`src/hdl/coproc_pkg.sv`:
```
/*
  Constants for the numeric coprocessor port: port decode, AXI4-Lite register map,
  field positions, response codes and timing counts.
  Assumes a single 200 MHz clock and an AXI4-Lite master with 32-bit data.
*/
package coproc_pkg;
  // -------------------------------------------------------------
  // Port decode
  // -------------------------------------------------------------
  localparam logic [15:0] PORT_OPCODE   = 16'h00f8;
  localparam logic [15:0] PORT_OPERAND  = 16'h00fa;
  localparam logic [15:0] PORT_CONTROL  = 16'h00fc;
  localparam logic [15:0] PORT_RESERVED = 16'h00fe;

  // -------------------------------------------------------------
  // Register map (byte addresses)
  // -------------------------------------------------------------
  localparam logic [7:0] REG_CONTROL  = 8'h00;
  localparam logic [7:0] REG_STATUS   = 8'h04;
  localparam logic [7:0] REG_EVENTS   = 8'h08;
  localparam logic [7:0] REG_EV_CLEAR = 8'h0c;
  localparam logic [7:0] REG_EV_EN    = 8'h10;
  localparam logic [7:0] REG_OPCODE   = 8'h14;
  localparam logic [7:0] REG_OPERAND  = 8'h18;
  localparam logic [7:0] REG_DONE     = 8'h1c;
  localparam logic [7:0] REG_REQ      = 8'h20;
  localparam logic [7:0] REG_WDATA    = 8'h24;

  // CONTROL fields
  localparam int CTL_CLKMODE = 0;
  // DONE write fields
  localparam int DONE_FINISH = 0;
  localparam int DONE_EXCEPT = 1;
  // STATUS fields
  localparam int ST_BUSY    = 0;
  localparam int ST_ERROR   = 1;
  localparam int ST_REQ     = 2;
  localparam int ST_STRAP   = 3;
  localparam int ST_ARMED   = 4;
  // Event bits
  localparam int EV_WIDTH   = 4;
  localparam int EV_OPCODE  = 0;
  localparam int EV_OPERAND = 1;
  localparam int EV_READ    = 2;
  localparam int EV_ERROR   = 3;

  localparam logic [1:0] RESP_OKAY   = 2'b00;
  localparam logic [1:0] RESP_SLVERR = 2'b10;

  // -------------------------------------------------------------
  // Clock modes
  // -------------------------------------------------------------
  localparam logic [1:0] DIV_RATIO     = 2'd3;
  localparam logic [1:0] DIV_LAST      = 2'd2;
endpackage

```
`src/hdl/coproc_port.sv`:
```
/*
  Device end of a numeric coprocessor port, with an AXI4-Lite register file
  through which the execution engine (software model) drives busy, error and
  operand-transfer requests.
  Assumes host glue decodes the four ports 00F8..00FE into selects and command
  bits, drives the strobes from I/O read/write commands, and that all inputs
  are synchronous to clock.
*/
// Local design decisions: register access over AXI4-Lite and the register addresses.
`timescale 1ns/1ps
// Notes on behaviour
// - Respond only to ports 00F8, 00FA and 00FC.
// - Busy asserted while executing an instruction, released on completion.
// - Unmasked exception asserts error before busy goes inactive; here error rises in the same cycle that busy drops.
// - Strap low: run from host clock divided by three.
// - Strap high: run from undivided external clock, independent of host.
// - Accept a separate clock so the parts can be in different domains; here ext_clock_tick is only an enable synchronous to clock.
// - Transfer request held high until the host drives acknowledge low; here a DONE finish write that ends the instruction also drops it.
// - Escape I/O operations complete with zero wait states.
// - After busy drops, no requests until another escape instruction.
module coproc_port (
  // Clock and reset
  input  wire logic        clock,
  input  wire logic        rstn,
  // External core clock enable, used with the strap high
  input  wire logic        ext_clock_tick,
  input  wire logic        clock_mode_strap,
  // Host side pins
  input  wire logic        select_low_active,
  input  wire logic        select_high_active,
  input  wire logic        command_bit_zero,
  input  wire logic        command_bit_one,
  input  wire logic        coproc_read_strobe,
  input  wire logic        coproc_write_strobe,
  input  wire logic [15:0] data_in,
  output logic      [15:0] data_out,
  output logic             data_oe,
  output logic             busy,
  output logic             error,
  output logic             operand_transfer_request,
  input  wire logic        operand_transfer_ack,
  // Core clock enable seen by the engine
  output logic             core_tick,
  // AXI4-Lite slave
  input  wire logic [7:0]  awaddr,
  input  wire logic        awvalid,
  output logic             awready,
  input  wire logic [31:0] wdata,
  input  wire logic [3:0]  wstrb,
  input  wire logic        wvalid,
  output logic             wready,
  output logic [1:0]       bresp,
  output logic             bvalid,
  input  wire logic        bready,
  input  wire logic [7:0]  araddr,
  input  wire logic        arvalid,
  output logic             arready,
  output logic [31:0]      rdata,
  output logic [1:0]       rresp,
  output logic             rvalid,
  input  wire logic        rready,
  // Interrupt
  output logic             irq
);
  // ---------------------------------------------------------------
  // Port decode and clock mode
  // ---------------------------------------------------------------
  logic       sel;
  logic       wr_op, wr_operand, wr_ctl, rd_any;
  logic       strap, armed;
  logic [1:0] div_cnt, next_div_cnt;
  logic       strap_done;

  // Selects must be active; the reserved fourth port (both command bits) is ignored
  assign sel        = select_high_active && !select_low_active
                      && !(command_bit_zero && command_bit_one);
  assign wr_op      = sel && coproc_write_strobe && !command_bit_zero && !command_bit_one;
  assign wr_operand = sel && coproc_write_strobe && command_bit_zero;
  assign wr_ctl     = sel && coproc_write_strobe && command_bit_one;
  assign rd_any     = sel && coproc_read_strobe;

  always_comb begin
    next_div_cnt = (div_cnt == coproc_pkg::DIV_LAST) ? 2'd0 : div_cnt + 2'd1;
  end

  always_ff @(posedge clock or negedge rstn) begin
    if (!rstn) begin
      div_cnt    <= 2'd0;
      strap      <= 1'b0;
      strap_done <= 1'b0;
    end else begin
      div_cnt <= next_div_cnt;
      if (!strap_done) begin
        strap      <= clock_mode_strap; // Strap caught once after reset release
        strap_done <= 1'b1;
      end
    end
  end

  // Divided host clock or the separate external clock
  assign core_tick = strap ? ext_clock_tick : (div_cnt == coproc_pkg::DIV_LAST);

  // ---------------------------------------------------------------
  // Host data path: zero wait state, data held in flops
  // ---------------------------------------------------------------
  logic [15:0] opcode, operand, read_word;
  logic [15:0] next_data_out;

  always_comb begin
    next_data_out = data_out;
    if (rd_any)
      next_data_out = read_word;
  end

  always_ff @(posedge clock or negedge rstn) begin
    if (!rstn) begin
      data_out <= 16'h0000;
      data_oe  <= 1'b0;
    end else begin
      data_out <= next_data_out;
      data_oe  <= rd_any;
    end
  end

  // ---------------------------------------------------------------
  // Execution handshake state
  // ---------------------------------------------------------------
  logic next_busy, next_error, next_req, next_armed;
  logic [15:0] next_opcode, next_operand;
  logic done_wr, done_finish, done_except, req_wr;

  always_comb begin
    next_busy    = busy;
    next_error   = error;
    next_req     = operand_transfer_request;
    next_armed   = armed;
    next_opcode  = opcode;
    next_operand = operand;
    if (wr_op) begin
      next_opcode = data_in;
      next_busy   = 1'b1;
      next_armed  = 1'b1;
      next_error  = 1'b0;
    end
    if (wr_operand)
      next_operand = data_in;
    if (req_wr && armed && busy)
      next_req = 1'b1;
    if (operand_transfer_request && !operand_transfer_ack)
      next_req = 1'b0;
    if (done_wr && done_finish && busy && !wr_op) begin
      next_busy  = 1'b0;
      next_armed = 1'b0;
      next_req   = 1'b0;
      if (done_except)
        next_error = 1'b1;
    end
  end

  always_ff @(posedge clock or negedge rstn) begin
    if (!rstn) begin
      busy                     <= 1'b0;
      error                    <= 1'b0;
      operand_transfer_request <= 1'b0;
      armed                    <= 1'b0;
      opcode                   <= 16'h0000;
      operand                  <= 16'h0000;
    end else begin
      busy                     <= next_busy;
      error                    <= next_error;
      operand_transfer_request <= next_req;
      armed                    <= next_armed;
      opcode                   <= next_opcode;
      operand                  <= next_operand;
    end
  end

  // ---------------------------------------------------------------
  // AXI4-Lite slave
  // ---------------------------------------------------------------
  logic        aw_held, w_held, next_aw_held, next_w_held;
  logic [7:0]  aw_addr, next_aw_addr;
  logic [31:0] w_data, next_w_data;
  logic        next_bvalid, next_rvalid;
  logic [1:0]  next_bresp, next_rresp;
  logic [31:0] next_rdata;
  logic        wr_go;
  logic [coproc_pkg::EV_WIDTH-1:0] events, next_events, ev_en, next_ev_en, ev_set;
  logic [15:0] wr_reg, next_wr_reg;

  assign awready = !aw_held && !bvalid;
  assign wready  = !w_held && !bvalid;
  assign arready = !rvalid;
  assign wr_go   = aw_held && w_held && !bvalid;
  assign done_wr = wr_go && (aw_addr == coproc_pkg::REG_DONE);
  assign req_wr  = wr_go && (aw_addr == coproc_pkg::REG_REQ);
  assign done_finish = w_data[coproc_pkg::DONE_FINISH];
  assign done_except = w_data[coproc_pkg::DONE_EXCEPT];
  assign read_word   = wr_reg;

  always_comb begin
    ev_set = '0;
    ev_set[coproc_pkg::EV_OPCODE]  = wr_op;
    ev_set[coproc_pkg::EV_OPERAND] = wr_operand || wr_ctl;
    ev_set[coproc_pkg::EV_READ]    = rd_any;
    ev_set[coproc_pkg::EV_ERROR]   = next_error && !error;
  end

  always_comb begin
    next_aw_held = aw_held;
    next_w_held  = w_held;
    next_aw_addr = aw_addr;
    next_w_data  = w_data;
    next_bvalid  = bvalid && !bready;
    next_bresp   = bresp;
    next_rvalid  = rvalid && !rready;
    next_rresp   = rresp;
    next_rdata   = rdata;
    next_events  = events;
    next_ev_en   = ev_en;
    next_wr_reg  = wr_reg;
    if (awvalid && awready) begin
      next_aw_held = 1'b1;
      next_aw_addr = awaddr;
    end
    if (wvalid && wready) begin
      next_w_held = 1'b1;
      next_w_data = wdata;
    end
    if (wr_go) begin
      next_aw_held = 1'b0;
      next_w_held  = 1'b0;
      next_bvalid  = 1'b1;
      next_bresp   = coproc_pkg::RESP_OKAY;
      case (aw_addr)
        coproc_pkg::REG_CONTROL:  ;
        coproc_pkg::REG_DONE:     ;
        coproc_pkg::REG_REQ:      ;
        coproc_pkg::REG_EV_CLEAR: next_events = events & ~w_data[coproc_pkg::EV_WIDTH-1:0];
        coproc_pkg::REG_EV_EN:    next_ev_en  = w_data[coproc_pkg::EV_WIDTH-1:0];
        coproc_pkg::REG_WDATA:    next_wr_reg = w_data[15:0];
        default:                  next_bresp  = coproc_pkg::RESP_SLVERR;
      endcase
    end
    // Hardware set wins over a clear in the same cycle
    next_events = next_events | ev_set;
    if (arvalid && arready) begin
      next_rvalid = 1'b1;
      next_rresp  = coproc_pkg::RESP_OKAY;
      case (araddr)
        coproc_pkg::REG_CONTROL: next_rdata = {31'd0, strap};
        coproc_pkg::REG_STATUS:  next_rdata = {27'd0, armed, strap, operand_transfer_request, error, busy};
        coproc_pkg::REG_EVENTS:  next_rdata = {28'd0, events};
        coproc_pkg::REG_EV_EN:   next_rdata = {28'd0, ev_en};
        coproc_pkg::REG_OPCODE:  next_rdata = {16'd0, opcode};
        coproc_pkg::REG_OPERAND: next_rdata = {16'd0, operand};
        coproc_pkg::REG_WDATA:   next_rdata = {16'd0, wr_reg};
        coproc_pkg::REG_EV_CLEAR,
        coproc_pkg::REG_DONE,
        coproc_pkg::REG_REQ:     next_rdata = 32'h0000_0000;
        default: begin
          next_rdata = 32'h0000_0000;
          next_rresp = coproc_pkg::RESP_SLVERR;
        end
      endcase
    end
  end

  always_ff @(posedge clock or negedge rstn) begin
    if (!rstn) begin
      aw_held <= 1'b0;
      w_held  <= 1'b0;
      aw_addr <= 8'h00;
      w_data  <= 32'h0000_0000;
      bvalid  <= 1'b0;
      bresp   <= 2'b00;
      rvalid  <= 1'b0;
      rresp   <= 2'b00;
      rdata   <= 32'h0000_0000;
      events  <= '0;
      ev_en   <= '0;
      wr_reg  <= 16'h0000;
      irq     <= 1'b0;
    end else begin
      aw_held <= next_aw_held;
      w_held  <= next_w_held;
      aw_addr <= next_aw_addr;
      w_data  <= next_w_data;
      bvalid  <= next_bvalid;
      bresp   <= next_bresp;
      rvalid  <= next_rvalid;
      rresp   <= next_rresp;
      rdata   <= next_rdata;
      events  <= next_events;
      ev_en   <= next_ev_en;
      wr_reg  <= next_wr_reg;
      irq     <= |(next_events & next_ev_en);
    end
  end

  // ---------------------------------------------------------------
  // Assertions
  // ---------------------------------------------------------------
  a_busy_on_opcode: assert property (@(posedge clock) disable iff (!rstn)
    wr_op |=> busy) else $error("busy not raised by opcode write");
  a_error_before_idle: assert property (@(posedge clock) disable iff (!rstn)
    $fell(busy) && done_except && $past(done_wr) |-> error) else $error("error late");
  a_req_until_ack: assert property (@(posedge clock) disable iff (!rstn)
    operand_transfer_request && operand_transfer_ack && busy && !(done_wr && done_finish) |=> operand_transfer_request)
    else $error("request dropped without ack");
  a_no_req_idle: assert property (@(posedge clock) disable iff (!rstn)
    !busy |-> !operand_transfer_request) else $error("request while idle");
  a_reserved_ignored: assert property (@(posedge clock) disable iff (!rstn)
    command_bit_zero && command_bit_one |=> !data_oe) else $error("reserved port answered");
  a_read_zero_wait: assert property (@(posedge clock) disable iff (!rstn)
    rd_any |=> data_oe && data_out == $past(read_word)) else $error("read not served");
  a_div_three: assert property (@(posedge clock) disable iff (!rstn)
    !strap && core_tick |=> !core_tick ##1 !core_tick ##1 core_tick) else $error("divide ratio");
  a_ext_clock: assert property (@(posedge clock) disable iff (!rstn)
    strap |-> core_tick == ext_clock_tick) else $error("external clock not used");
  a_select_only: assert property (@(posedge clock) disable iff (!rstn)
    !select_high_active && coproc_write_strobe |=> $stable(opcode)) else $error("unselected write");

  c_instr_done: cover property (@(posedge clock) disable iff (!rstn) $fell(busy));
  c_error_end: cover property (@(posedge clock) disable iff (!rstn) $rose(error));
  c_req_ack: cover property (@(posedge clock) disable iff (!rstn) $fell(operand_transfer_request) && busy);
  c_irq: cover property (@(posedge clock) disable iff (!rstn) $rose(irq));
endmodule // coproc_port

```
`config.mk`:
```
export PLATFORM = sky130hd
export DESIGN_NAME = coproc_port
export DESIGN_NICKNAME = d
export VERILOG_FILES = /design/src/hdl/coproc_pkg.sv /design/src/hdl/coproc_port.sv
export SDC_FILE = /design/constraint.sdc
export NUM_CORES = 1
export LEC_CHECK = 0
export ABC_AREA = 1
export CAP_MARGIN = 20
export CORE_ASPECT_RATIO = 2
export CORE_MARGIN = 10
export CORE_UTILIZATION = 60
export DETAILED_ROUTE_END_ITERATION = 6
export DONT_BUFFER_PORTS = 1
export GPL_TIMING_DRIVEN = 0
export PLACE_DENSITY = 0.76
export SETUP_SLACK_MARGIN = 0.4
export SYNTH_ARGS = -nofsm -noshare
export SYNTH_HDL_FRONTEND = slang
export SYNTH_SLANG_ARGS = --single-unit
```
`constraint.sdc`:
```
create_clock -name clock -period 1.6 [get_ports clock]
set_clock_uncertainty 0.1 [all_clocks]
set_input_delay 0.08 -clock clock [delete_from_list [all_inputs] [get_ports clock]]
set_output_delay 0.08 -clock clock [all_outputs]
set_load 0.02 [all_outputs]
```
==> metrics.yaml <==
timing:
  worst_slew_margin_rel: 0.658
  fmax_mhz: 568
  grt_setup_unrepaired: "true"
  tightestPinTransition_ps: 510
  timing_max_transition_violations_final: 0
  fin_crit_sh: 1.10
  report.final.setup_viol: 19
  timing.final.ws_setup_ps: -162
  finalWorstPathRequiredPeriod_ps: 1760
  timing.final.hold_violations: 131
  fin_worst_hold_slack_ps: -745
cells_and_area:
  nFillCells: 474
  final_cell_mix: "180 x sky130_fd_sc_hd__nand2_1, 123 x sky130_fd_sc_hd__dfrtp_1, 55 x sky130_fd_sc_hd__dlygate4sd3_1"
  multi_input_comb_area_um2: 2590
  stdcell_area_um2: 8050
  final_layout_size_suffix_gt1_frac: 0.318
  layout.nets: 871
  layout-area-overhead-vs-synth_pct: 38.8
  final_cell_count_no_fill: 905
  layout_commonest_cell: "sky130_fd_sc_hd__nand2_1"
  layout.area.seq_um2: 3180
global_routing:
  globalRouteMet2Util: 0.433
  grt_util_met1: 0.249
  grt_pass1_wl_um: 26800
  global_route.peak_usage_layer: "met2"
  maximum_number_of_pins_on_one_net_before_global_route_repair: 128
  vias_in_the_first_global_route: 5260
  grtUsageTotal: 0.245
  grtUsageMet3: 0.0599
  global_route.overflow_total: 0
  grt_antenna_before_repair: 1
drt:
  routedWlPerCell_um: 20.9
  violation_count_after_the_first_detailed_routing_iteration: 525
  drc: 0
  antenna_violating_nets_post_route: 0
  routed_vias_inst: 5.66
  firstDrtPassIters: 5
  vias: 5121
  detail_route.wirelength_um: 18900
die:
  initial_core_util: 0.618
  die_footprint_um2: 14200
  die_width_um: 89.5
  num_io_pins: 147
  floorplan.rows: 50
  floorplan.die.height_um: 159
  coreArea_um2: 9380
synth:
  synth_top_area_share: 0.548
  synth_top_area_cell: "sky130_fd_sc_hd__dfrtp_1"
  synth.avg_cell_area_um2: 8.84
  netlist_instances: 656
  synth.lib_cells_used.distinct: 31
  async_reset_ff_frac: 1.00
  number_of_flops_mapped_to_enable_cells_by_yosys: 0
  ys.flop_type: "sky130_fd_sc_hd__dfrtp_1"
  synth_seq_area_share: 0.548
  postSynthRegisterBits: 127
  mapped_cell_area_um2: 5800
  synthTopCellsByArea: "sky130_fd_sc_hd__dfrtp_1 55%, sky130_fd_sc_hd__nand2_1 15%, sky130_fd_sc_hd__o21ai_0 4.7%"
  ys.warnings.count: 0
worst_setup_path:
  cp-end-kind: "flop"
  worst-path-max-fanout: 4
  timing.critical_path.cells: "nor2_4, nand2_1, nor2_4, buf_4, nand3_1, nand2_2, nand2_2, inv_1, nor2_1, nand2_1"
  critical_path.startpoint_type: "flop"
  critical_path_class: "reg -> reg"
  slowest_delay_ps: 430
  worst_ep_arrival_time_ps: 2010
  critPathSlowestCell: "sky130_fd_sc_hd__dfrtp_1"
  cp.required_ps: 1850
outcome:
  failed_checks: "negative hold slack, negative setup slack"
  run_status: "complete, but fails checks"
clock_network:
  ctsLongestPathBuffers: 2
  clock_latency_on_the_worst_skew_pair_ps: 420
  numCtsBuffers: 17
  cts_hold_buf: 56
  htreeDepth: 4
  cts_tree: "yes"
  cts.reportedPaths.clkPinSlew_ps: 60
  tritoncts_num_sinks: 127
  clockRootBuffer: "sky130_fd_sc_hd__clkbuf_16"
power:
  cellLeakagePower_nw: 4.07
  irDropWorstVdd_mv: 1.35
  design_power_total_w: 0.0110
  power_density_nw_per_um2: 1370
run:
  maxCapViolCount: 0
place:
  count_of_input_and_output_buffers: 0
  numPlacedInstances: 777
  globalplace.congestion: 0.929
  post-place-ws_ps: -122
  detailed_place_hpwl_um: 11100
  placedInstanceArea_um2: 6070
worst_hold_path:
  hp-class: "in -> async"
## worst max-delay path: cells and delay by family, from the launching register on
kind	cells	cell delay (ps)
AND/OR/NAND/NOR	8	930
flip-flops	1	430
buffers and inverters	2	220
## worst paths after layout
kind / start / endpoint / slack, ps / cells past startpoint
max: aw_addr[1] / irq / -160 / 10
max in group asynchronous: rstn / bvalid / 1890 / 0
min in group clock: select_low_active / opcode[0] / -60 / 4
min reg2reg: div_cnt[0] / div_cnt[0] / 320 / 1
max reg2reg: aw_addr[1] / irq / -160 / 10
min: rstn / rdata[4] / -750 / 0
## metrics by stage
step | util | TNS [ps]
finish | 0.858 | -1580
global route | 0.858 | -2980
CTS | 0.815 | -516
detailed placement | 0.647 | -837
global placement | 0.647 | -85.2
floorplan | - | 0
## area by class of cell
type	count	share of cell area
antenna	1	0.000311
buffer	39	0.0418
clock buffer	20	0.0567
clock inverter	12	0.0196
inverter	62	0.0314
multi-input combinational	446	0.322
sequential	127	0.395
tap	104	0.0162
timing repair buffer	94	0.116
## registers in the layout, summed over array words and instances (netlist names), 2 cells and up
name	cells
data_out	16
opcode	16
w_data	16
aw_addr	8
operand	16
ev_en	4
events	4
div_cnt	2
rdata	16
read_word	16
## power by group
part,internal [W],switching [W],leakage [nW]
combinational,0.00115,0.00129,2.16
clock,0.00254,0.00147,0.293
sequential,0.00387,0.000723,1.61
total,0.00756,0.00348,4.07
## per-layer routing
layer  share of wire  vias to the layer above
met1            0.32                     2513
met4           0.047                        0
met5               0                        -
met2            0.56                      233
met3           0.068                       63
li1                -                     2312
## synth_stat cells, types with 6 or more instances
library cell and count:
sky130_fd_sc_hd__buf_2 9, sky130_fd_sc_hd__o21ai_2 6, sky130_fd_sc_hd__mux2_2 18, sky130_fd_sc_hd__inv_1 55, sky130_fd_sc_hd__a21oi_1 9, sky130_fd_sc_hd__nor2_1 27
sky130_fd_sc_hd__nand3_1 35, sky130_fd_sc_hd__inv_2 7, sky130_fd_sc_hd__nand2_1 233, sky130_fd_sc_hd__o211ai_1 11, sky130_fd_sc_hd__buf_4 24, sky130_fd_sc_hd__nor2_2 8
sky130_fd_sc_hd__o21ai_0 55, sky130_fd_sc_hd__dfrtp_1 127
## kinds of logic (layout without fill, tap and decap cells)
kind of cell,after synthesis,in the layout,synth area share
compound gates,85,85,0.0833
buf+inv,101,227,0.0867
flops,127,127,0.548
mux,18,18,0.0350
other cells,2,20,0.00129
simple gates,323,324,0.246
## what timing repair did
item | 4_1_cts | 5_1_grt
gates cloned | 7 | 2
hold endpoints to repair | 212 | 130
buffers inserted | 15 | 15
gates resized for setup | 72 | 77
setup endpoints to repair | 72 | 117
pin swaps | 27 | 32
Note: power is estimated with default switching activity, not from simulation.
